===== src/verilog/rcso_consts.vh =====
`ifndef RCSO_CONSTS_VH
`define RCSO_CONSTS_VH

// register indices on the processor bus
`define RCSO_IDX_STATUS   2'h0
`define RCSO_IDX_ALIAS    2'h1
`define RCSO_IDX_FORCE    2'h2
`define RCSO_IDX_OPTIONS  2'h3

// reset-cause flag positions
`define RCSO_BIT_POWERON  7
`define RCSO_BIT_PIN      6
`define RCSO_BIT_WDOG     5
`define RCSO_BIT_BADOP    4
`define RCSO_BIT_CLKGEN   2
`define RCSO_BIT_LOWV     1

// force-reset bit position
`define RCSO_BIT_FORCE    0

// option field positions
`define RCSO_BIT_WD_EN    7
`define RCSO_BIT_WD_LONG  6
`define RCSO_BIT_STOP_OK  5

// reset values
`define RCSO_CAUSE_POR    8'h82
`define RCSO_OPTS_RESET   3'h6
`define RCSO_ZERO_BYTE    8'h00

// timing counts in bus clock cycles
`define RCSO_WD_SHORT     19'h0_2000
`define RCSO_WD_LONG      19'h4_0000
`define RCSO_HOLD_CYCLES  5'h10

`endif


===== src/verilog/rcso_wdog.v =====
`timescale 1ns/10ps
`include "rcso_consts.vh"

// watchdog counter with two selectable timeout lengths
module rcso_wdog #(
  parameter [18:0] SHORT_CYCLES = `RCSO_WD_SHORT,
  parameter [18:0] LONG_CYCLES  = `RCSO_WD_LONG
) (
  input  wire        clk,
  input  wire        rst_n,
  input  wire        ce,
  input  wire        run,
  input  wire        long_sel,
  input  wire        restart,
  output reg         timeout_reg
);

  reg  [18:0] cnt_reg;   // cycles since last restart
  wire [18:0] limit;     // selected timeout length
  wire        at_end;    // last cycle of the period

  assign limit  = long_sel ? LONG_CYCLES : SHORT_CYCLES;
  assign at_end = (cnt_reg == (limit - 19'h0_0001));

  // count while running; restart or a stopped dog holds zero
  always @(posedge clk or negedge rst_n) begin
    if (!rst_n) begin
      cnt_reg     <= 19'h0_0000;
      timeout_reg <= 1'b0;
    end else if (ce) begin
      // restart wins so a service in the last cycle saves the system
      if (restart || !run) begin
        cnt_reg     <= 19'h0_0000;
        timeout_reg <= 1'b0;
      end else if (at_end) begin
        cnt_reg     <= 19'h0_0000;
        timeout_reg <= 1'b1;
      end else begin
        cnt_reg     <= cnt_reg + 19'h0_0001;
        timeout_reg <= 1'b0;
      end
    end
  end

endmodule


===== src/verilog/rcso_top.v =====
// Notes on behaviour
// - debug-forced reset leaves every cause flag clear
// - status write restarts watchdog, flags unchanged
// - power-on sets bits 7 and 1 only
// - low-voltage reset keeps bit 7, sets bit 1
// - other resets flag every active source
// - external pin low sets bit 6
// - watchdog timeout sets bit 5, only when enabled
// - illegal opcode, stop or background sets bit 4
// - clock generator request sets bit 2
// - low-voltage trip with both enables resets
// - force register ignores user writes, reads zero
// - debug host writing bit 0 forces reset
// - options readable, bits 3 and 2 zero
// - options accept only first write after reset
// - watchdog enable option resets to one
// - timeout option selects 2^13 or 2^18 cycles
// - stop option resets zero; stop then illegal
`timescale 1ns/10ps
`include "rcso_consts.vh"

module rcso_top #(
  parameter [18:0] WD_SHORT_CYCLES = `RCSO_WD_SHORT,
  parameter [18:0] WD_LONG_CYCLES  = `RCSO_WD_LONG
) (
  input  wire       clk,
  input  wire       rst_n,
  input  wire       ce,
  input  wire [1:0] bus_addr,
  input  wire       bus_wr,
  input  wire       bus_rd,
  input  wire       bus_from_debug,
  input  wire [7:0] bus_wdata,
  output reg  [7:0] bus_rdata_reg,
  input  wire       ext_reset_pin_n,
  input  wire       lv_trip_pin,
  input  wire       low_voltage_reset_enable,
  input  wire       low_voltage_stop_enable,
  input  wire       clkgen_reset_req,
  input  wire       unimpl_opcode,
  input  wire       stop_exec,
  input  wire       background_instruction,
  input  wire       background_mode_enable,
  output reg        sys_reset_reg,
  output reg        stop_allowed_reg
);

  // sequencer states
  localparam ST_RUN  = 1'b0;
  localparam ST_HOLD = 1'b1;

  // address match, used by every decoder below
  function hit;
    input [1:0] addr;
    input [1:0] idx;
    begin
      hit = (addr == idx);
    end
  endfunction

  // raw asynchronous pins, index 0 pin reset, index 1 supply trip
  wire [1:0] pin_raw;
  reg  [1:0] sync1_reg;      // first stage, read only by stage two
  reg  [1:0] sync2_reg;      // settled pin levels

  assign pin_raw = {lv_trip_pin, ~ext_reset_pin_n};

  // two-flop synchronisers, one per asynchronous pin
  genvar gi;
  generate
    for (gi = 0; gi < 2; gi = gi + 1) begin : g_sync
      always @(posedge clk or negedge rst_n) begin
        if (!rst_n) begin
          sync1_reg[gi] <= 1'b0;
          sync2_reg[gi] <= 1'b0;
        end else if (ce) begin
          sync1_reg[gi] <= pin_raw[gi];
          sync2_reg[gi] <= sync1_reg[gi];
        end
      end
    end
  endgenerate

  reg       state_reg;       // run or holding system reset
  reg [4:0] hold_cnt_reg;    // cycles spent in reset hold
  reg [7:0] cause_reg;       // reset-cause flags
  reg [2:0] opts_reg;        // enable, long timeout, stop allowed
  reg       opts_lock_reg;   // set after first options write

  wire wd_timeout;           // one-cycle timeout pulse
  wire wd_en;                // watchdog enable option
  wire wd_long;              // long timeout selected
  wire stop_ok;              // stop permission option

  assign wd_en   = opts_reg[2];
  assign wd_long = opts_reg[1];
  assign stop_ok = opts_reg[0];

  // bus strobes, ignored while the processor sits in reset
  wire wr_ok;
  wire wr_status;
  wire wr_force;
  wire wr_opts;

  assign wr_ok     = bus_wr & (state_reg == ST_RUN);
  assign wr_status = wr_ok & (hit(bus_addr, `RCSO_IDX_STATUS) |
                              hit(bus_addr, `RCSO_IDX_ALIAS));
  // only serial debug commands reach the force bit
  assign wr_force  = wr_ok & bus_from_debug &
                     hit(bus_addr, `RCSO_IDX_FORCE);
  assign wr_opts   = wr_ok & hit(bus_addr, `RCSO_IDX_OPTIONS);

  // reset sources as seen in the run state
  wire src_pin;
  wire src_wdog;
  wire src_badop;
  wire src_clkgen;
  wire src_lowv;
  wire src_force;
  wire any_src;

  assign src_pin    = sync2_reg[0];
  // the dog is held idle while disabled, so no pulse then
  assign src_wdog   = wd_timeout & wd_en;
  // stop without permission, or background while disabled
  assign src_badop  = unimpl_opcode |
                      (stop_exec & ~stop_ok) |
                      (background_instruction &
                       ~background_mode_enable);
  assign src_clkgen = clkgen_reset_req;
  assign src_lowv   = sync2_reg[1] & low_voltage_reset_enable &
                      low_voltage_stop_enable;
  assign src_force  = wr_force & bus_wdata[`RCSO_BIT_FORCE];
  assign any_src    = src_pin | src_wdog | src_badop |
                      src_clkgen | src_lowv | src_force;

  // cause value captured at the start of a reset
  reg [7:0] cause_next;

  always @* begin
    cause_next = `RCSO_ZERO_BYTE;
    if (src_lowv) begin
      // supply trip dominates; power-on flag carried over
      cause_next[`RCSO_BIT_POWERON] = cause_reg[`RCSO_BIT_POWERON];
      cause_next[`RCSO_BIT_LOWV]    = 1'b1;
    end else begin
      // each active source flagged, inactive ones cleared
      cause_next[`RCSO_BIT_PIN]    = src_pin;
      cause_next[`RCSO_BIT_WDOG]   = src_wdog;
      cause_next[`RCSO_BIT_BADOP]  = src_badop;
      cause_next[`RCSO_BIT_CLKGEN] = src_clkgen;
      // a forced reset adds no flag of its own
    end
  end

  // reset sequencer and cause capture
  always @(posedge clk or negedge rst_n) begin
    if (!rst_n) begin
      // power-on: bits 7 and 1, system held in reset
      cause_reg     <= `RCSO_CAUSE_POR;
      state_reg     <= ST_HOLD;
      hold_cnt_reg  <= 5'h00;
      sys_reset_reg <= 1'b1;
    end else if (ce) begin
      case (state_reg)
        ST_RUN: begin
          // a status write never reaches cause_reg
          if (any_src) begin
            cause_reg     <= cause_next;
            state_reg     <= ST_HOLD;
            hold_cnt_reg  <= 5'h00;
            sys_reset_reg <= 1'b1;
          end
        end
        ST_HOLD: begin
          // fixed hold lets every module see the reset
          if (hold_cnt_reg == (`RCSO_HOLD_CYCLES - 5'h01)) begin
            state_reg     <= ST_RUN;
            sys_reset_reg <= 1'b0;
          end else begin
            hold_cnt_reg  <= hold_cnt_reg + 5'h01;
          end
        end
        default: begin
          state_reg     <= ST_HOLD;
          hold_cnt_reg  <= 5'h00;
          sys_reset_reg <= 1'b1;
        end
      endcase
    end
  end

  // write-once options; every reset restores defaults and lock
  always @(posedge clk or negedge rst_n) begin
    if (!rst_n) begin
      opts_reg         <= `RCSO_OPTS_RESET;
      opts_lock_reg    <= 1'b0;
      stop_allowed_reg <= 1'b0;
    end else if (ce) begin
      if (state_reg == ST_HOLD) begin
        // defaults: watchdog on, long timeout, stop disallowed
        opts_reg         <= `RCSO_OPTS_RESET;
        opts_lock_reg    <= 1'b0;
        stop_allowed_reg <= 1'b0;
      end else if (wr_opts && !opts_lock_reg) begin
        opts_reg <= {bus_wdata[`RCSO_BIT_WD_EN],
                     bus_wdata[`RCSO_BIT_WD_LONG],
                     bus_wdata[`RCSO_BIT_STOP_OK]};
        opts_lock_reg    <= 1'b1;
        stop_allowed_reg <= bus_wdata[`RCSO_BIT_STOP_OK];
      end
    end
  end

  // watchdog: stopped in reset and when disabled
  rcso_wdog #(
    .SHORT_CYCLES (WD_SHORT_CYCLES),
    .LONG_CYCLES  (WD_LONG_CYCLES)
  ) u_wdog (
    .clk         (clk),
    .rst_n       (rst_n),
    .ce          (ce),
    .run         (wd_en & (state_reg == ST_RUN)),
    .long_sel    (wd_long),
    .restart     (wr_status),
    .timeout_reg (wd_timeout)
  );

  // read data, one cycle after the strobe
  reg [7:0] rd_mux;

  always @* begin
    rd_mux = `RCSO_ZERO_BYTE;
    if (hit(bus_addr, `RCSO_IDX_STATUS) ||
        hit(bus_addr, `RCSO_IDX_ALIAS)) begin
      rd_mux = cause_reg;
    end else if (hit(bus_addr, `RCSO_IDX_OPTIONS)) begin
      // only 7:5 stored; 4:0 including 3 and 2 read zero
      rd_mux[`RCSO_BIT_WD_EN]   = opts_reg[2];
      rd_mux[`RCSO_BIT_WD_LONG] = opts_reg[1];
      rd_mux[`RCSO_BIT_STOP_OK] = opts_reg[0];
    end else begin
      // force register and anything else read as zero
      rd_mux = `RCSO_ZERO_BYTE;
    end
  end

  // read register holds its value between reads
  always @(posedge clk or negedge rst_n) begin
    if (!rst_n) begin
      bus_rdata_reg <= `RCSO_ZERO_BYTE;
    end else if (ce) begin
      if (bus_rd) begin
        bus_rdata_reg <= rd_mux;
      end
    end
  end

endmodule


===== config.mk =====
export PLATFORM = sky130hd
export DESIGN_NAME = rcso_top
export DESIGN_NICKNAME = d
export VERILOG_FILES = /design/src/verilog/rcso_wdog.v /design/src/verilog/rcso_top.v
export VERILOG_INCLUDE_DIRS = /design/src /design/src/verilog
export SDC_FILE = /design/constraint.sdc
export NUM_CORES = 1
export LEC_CHECK = 0
export ABC_CLOCK_PERIOD_IN_PS = 2360
export BUFFER_PORTS_ARGS = -buffer_cell sky130_fd_sc_hd__buf_2
export CORE_AREA = 5 5 73 75
export DETAILED_ROUTE_END_ITERATION = 8
export DIE_AREA = 0 0 78 80
export PLACE_DENSITY = 0.76
export SLEW_MARGIN = 20
export SYNTH_ARGS = -nofsm -noshare
export SYNTH_HDL_FRONTEND = slang
export SYNTH_SLANG_ARGS = --single-unit

===== constraint.sdc =====
create_clock -name clk -period 2.36 [get_ports clk]
set_input_delay 0.472 -clock clk [delete_from_list [all_inputs] [get_ports clk]]
set_output_delay 0.472 -clock clk [all_outputs]
set_load 0.005 [all_outputs]

Word-level counts from Yosys, hierarchy flattened:

Cells that the tools add are included.

* add/subtract/negate cells: 3
* multiply operators: 0
* divide/modulo/power cells: 0
* $lt $le $gt $ge: 0
* eq/ne operators: 8
* shift-type cells: 0
* muxes and demuxes: 25
* bitwise logic cells: 25
* reductions and logical operators: 13

Operator list (count)
* two-way mux 19 bit: 3
* adder 19 x 1 -> 19 bit, second input constant: 1
* == test 19 bit: 1
* subtractor 19 x 1 -> 19 bit, second input constant: 1
* bitwise AND 1 bit: 12
* two-way mux 1 bit: 12
* two-way mux 3 bit: 4
* two-way mux 5 bit: 2
* one-hot mux 5 bit (2 select lines): 1
* AND reduction 3 bit: 3
* two-way mux 8 bit: 1
* OR 1 bit: 8
* adder 5 x 1 -> 5 bit, second input constant: 1
* == test 5 x 4 -> 1 bit, second input constant: 1
* inverter 1 bit: 5
* == test 2 bit, second input constant: 2
* != test 2 bit, second input constant: 2
* one-hot mux 1 bit (2 select lines): 2
* AND reduction 2 bit: 2
* AND reduction 4 bit: 1
* == test 2 x 1 -> 1 bit, second input constant: 1
* zero test 1 bit: 2
* zero test 2 bit: 1
* logical OR 1 bit: 2
* other kinds (3): 3

* register bits: 50
* latch bits: 0
* RAM bits: 0
* ROM bits: 0
* output and inout bits: 10
* memories kept: 0

Depth between registers and ports, before layout:

* depth in word-level cells: 10
* gate-level depth with buffers: 7

Cells and area by module:

A second synthesis with hierarchy kept.

* cell total of the unflattened synthesis: 244
* area total of the unflattened synthesis: 2476.1 um2

By module, submodules not included
* rcso_top: times used 1, cells each 126, area each 1317.5 um2, sequential area each 683.2 um2
* rcso_wdog: times used 1, cells each 118, area each 1158.6 um2, sequential area each 500.5 um2

Worst setup path before layout:

Ideal clock, no wire load.

* kind: register to register
* start: register u_wdog.cnt_reg[0]
* end: register u_wdog.cnt_reg[14]
* data arrival time: 1.750 ns
* slack: 0.524 ns
* stages on the path, launching flop included: 6
* path buffers: 0
* period minus slack after synthesis: 1.836 ns
* cells stage by stage: dfrtp_1 -> ha_1 -> nand4_4 -> or3_4 -> or4b_1 -> o221ai_2

* longest elaborated chain between the ends: 3

Ends and longest elaborated chain
* start, declared: line rcso_wdog.v:18 `reg [18:0] cnt_reg;`
* start signal, assigned: line rcso_wdog.v:39 `cnt_reg <= cnt_reg + 19'h0_0001;`
* adder 19 x 1 -> 19 bit or == test 19 bit (tied branches): line rcso_wdog.v:39, rcso_wdog.v:23
* two-way mux 19 bit *: line rcso_wdog.v:35 `end else if (at_end) begin`
* two-way mux 19 bit *: line rcso_wdog.v:32 `if (restart || !run) begin`

Mark *: on every way between the ends. The rest lies on a longest branch, timed or not.
A chain may end at the register's enable or synchronous reset.

Final worst setup path:

* start: register u_wdog.cnt_reg[0]
* end: register u_wdog.cnt_reg[10]

The elaborated chain is that of the path after synthesis.

==> summary.txt <==
Timing
  – Setup TNS: 0 ps
  – Relative slew margins: 0.604
  – Fin Clk Skew: 10.6 ps
  – Final Hold Violating Endpoints: 0
  – Endpoints failing setup: 0
  – Fin. max-slew vios: 0
  – Final Critical Period: 2040 ps
  – Actual slew at the worst max-slew pin: a little under 600 ps
  – F_max: between 400 and 500 MHz
  – RSZ-0062 raised after global routing: no
  – Tcrit/Tclk final: 0.863

Logic synthesis
  – FFs w/ async S/R, synth: 1.00
  – Synth top area cells: dfrtp_1 (42%), nand2_1 (6.7%), dfstp_2 (6.4%), nand3_1 (4.9%), o21ai_0 (4.9%)
  – Register bit total from synthesis: 47
  – Synth warn: 0
  – Syn avg cell area: roughly 9.3 um^2
  – Post-synth EDFFs: 0
  – Synth Flop Type: dfrtp_1
  – Cells after Synth: 264
  – Post-synthesis instance area: 0.00247 mm^2
  – Post-synth top area share: 0.416
  – Yosys top cell by area: dfrtp_1
  – Register area share after synthesis: 0.480
  – Synth cell types: a little under 60

Setup path
  – Crit path kind: flip-flop to flip-flop
  – Critical path arrival: 2230 ps
  – Worst R2R Path Depth: 6
  – Req. time, crit path: 2550 ps
  – Reg-to-reg endpoint: u_wdog.cnt_reg[10]
  – Worst-path fanout max: 11
  – Worst R2R Start: u_wdog.cnt_reg[0]
  – Setup crit start kind: flip-flop
  – Slack of the worst reg-to-reg path: ~320 ps
  – Crit end category: flip-flop

Global route
  – Largest net degree at the start of global routing: 48
  – Vias in the first global route: 1,987
  – All-Layer GR Usage: 0.183
  – GR Overflow Total: 0
  – Number of antenna violations at the first check in global routing: 0
  – First-pass GRT wire length: 9.29 mm

Floorplan
  – IO Pins: 35
  – Initial core utilization: 0.536
  – Die Ht: roughly 80 um
  – Num rows: 25
  – Placeable Area: 0.00460 mm^2
  – Die ar.: roughly 0.0062 mm^2
  – Die X: roughly 78 um

Status
  – Status: complete, no violations

Drt
  – DR WL met3: 295 um
  – M1 WL: about 2.5 mm
  – Post-DR vias/cell: around 5.9
  – WL final: 5.39 mm
  – Routed WL per cell: 15.5 um
  – Top Metal Used: met4
  – Final ANT Viol Nets: 0
  – Initial DRC count: 182
  – Metal2 WL: 2.53 mm
  – Via count: 2,040
  – Pre-Repair DR Iteration Count: 4
  – DRC: 0

Worst hold path
  – Hold Path Class: input pin to async pin

Placed design
  – Port bufs: 28
  – Dpl cell area: approximately 0.0027 mm^2
  – Hpwl dp: roughly 3.7 mm
  – Final GP Congestion: 0.755

Finish
  – Share of layout cells above drive strength 1: 0.204
  – Final #Nets: 321
  – ANT cells: 0
  – Final Instance Area: 0.00278 mm^2
  – Max FFs per register: 19
  – Area Overhead vs Synth: 12.6%
  – Commonest non-fill, non-tap cell in the layout: nand2_1
  – Layout filler cell count: 404
  – Final core occ: 0.604
  – Most frequent cells in the layout: nand2_1 (44), dfrtp_1 (41), buf_2 (28), nand3_1 (24), o21ai_0 (24)

Power and ir drop
  – Leakage: between 1 and 1.5 nW
  – Pwr/cell area: between 700 and 800 mW/mm^2
  – Power Total: 2.20 mW
  – Flop pwr share: 0.485
  – Peak VDD IR: 432 uV
  – Net switching power: 0.678 mW
  – Sw frac: 0.309
  – Clk pwr share: 0.289
  – Int Power: 1.52 mW
  – Comb power frac: 0.226

Clock tree
  – Post-CTS Hold Buffers: 0
  – CTS tree: done
  – Clock Sinks: 47
  – CTS resizes: 0
  – Clk pin slew, worst setup/hold paths: 90 ps
  – Max Root-Sink Buffers: 2
  – Number of post-CTS setup repair buffers: 0
  – Root buffer cell: clkbuf_8
  – Worst-Skew Late Latency: 300 ps
  – Htree depth: 2
  – CTS buffer count: 5

Run
  – Max Cap Violations: 0
-- power groups by stage --
stage          combinational (mW)  sequential (mW)  clock [mW]
3_5_place_dp                0.502             1.08           0
6_report                    0.496             1.07       0.635
5_1_grt                     0.568             1.09       0.681
2_1_floorplan               0.375             1.04           0
3_3_place_gp                0.485             1.08           0
4_1_cts                     0.501             1.07       0.646
-- metrics by stage --
step / hold slack, ps / std cells / setup WS [ps]
floorplan: 176 / 265 / 524
global placement: 448 / 340 / 332
detailed placement: 451 / 340 / 335
CTS: 269 / 348 / 318
global route: 309 / 348 / 164
finish: 254 / 348 / 322
-- logic make-up after synthesis --
kind of cell / Yosys count / synth area share
and+or+nand+nor: 114 / 0.247
AOI/OAI and AO/OA: 65 / 0.178
DFF: 47 / 0.480
buffers and inverters: 27 / 0.0497
muxes: 6 / 0.0259
adders and majority gates: 3 / 0.0152
other: 1 / 0.00152
xor gates and xnor gates: 1 / 0.00355
-- worst max-delay path by stage --
stage,startpoint,endpoint,slack [ps],cells past startpoint
after floorplan,u_wdog.cnt_reg[0],u_wdog.cnt_reg[14],520,5
after global placement,bus_addr[1],u_wdog.cnt_reg[3],330,6
after detailed placement,bus_addr[1],cause_reg[5],330,6
after CTS,u_wdog.cnt_reg[0],u_wdog.cnt_reg[10],320,6
after global routing,u_wdog.cnt_reg[0],u_wdog.cnt_reg[10],160,6
final,u_wdog.cnt_reg[0],u_wdog.cnt_reg[10],320,6
-- cell usage after synthesis, drive strengths merged, types with 3 or more instances --
library cell and n:
mux2i 3, o21ai 27, nor4 5, nand2 44
inv 13, a22o 3, buf 7, ha 3
and3 6, dfstp 6, nor2 9, or3 7
a21oi 9, clkbuf 7, dfrtp 41, mux2 3
nor3 4, nand4 4, nand3 24
-- metal layers --
metal / vias to the layer above / track usage
li1: 1013 / -
met1: 971 / 0.256
met4: 0 / 0.0574
met3: 2 / 0.0361
met5: - / 0
met2: 54 / 0.285
-- cell type report --
cell class	instances	area, um^2	area share
tap	54	67.6	0.0243
sequential	47	1180	0.426
clock buffer	6	82.6	0.0297
clock inverter	2	38.8	0.0140
multi-input combinational	191	1160	0.419
timing repair buffer	35	193	0.0694
inverter	13	48.8	0.0176
-- worst max-delay path, cell delays in order (launching register included) --
cell and delay (ps):
dfrtp_1 400, ha_1 260, nand4_4 180, nor4_4 360, a211o_1 450, nor3_1 110
a21o_1 170
Power figures use the tool's default switching activity.
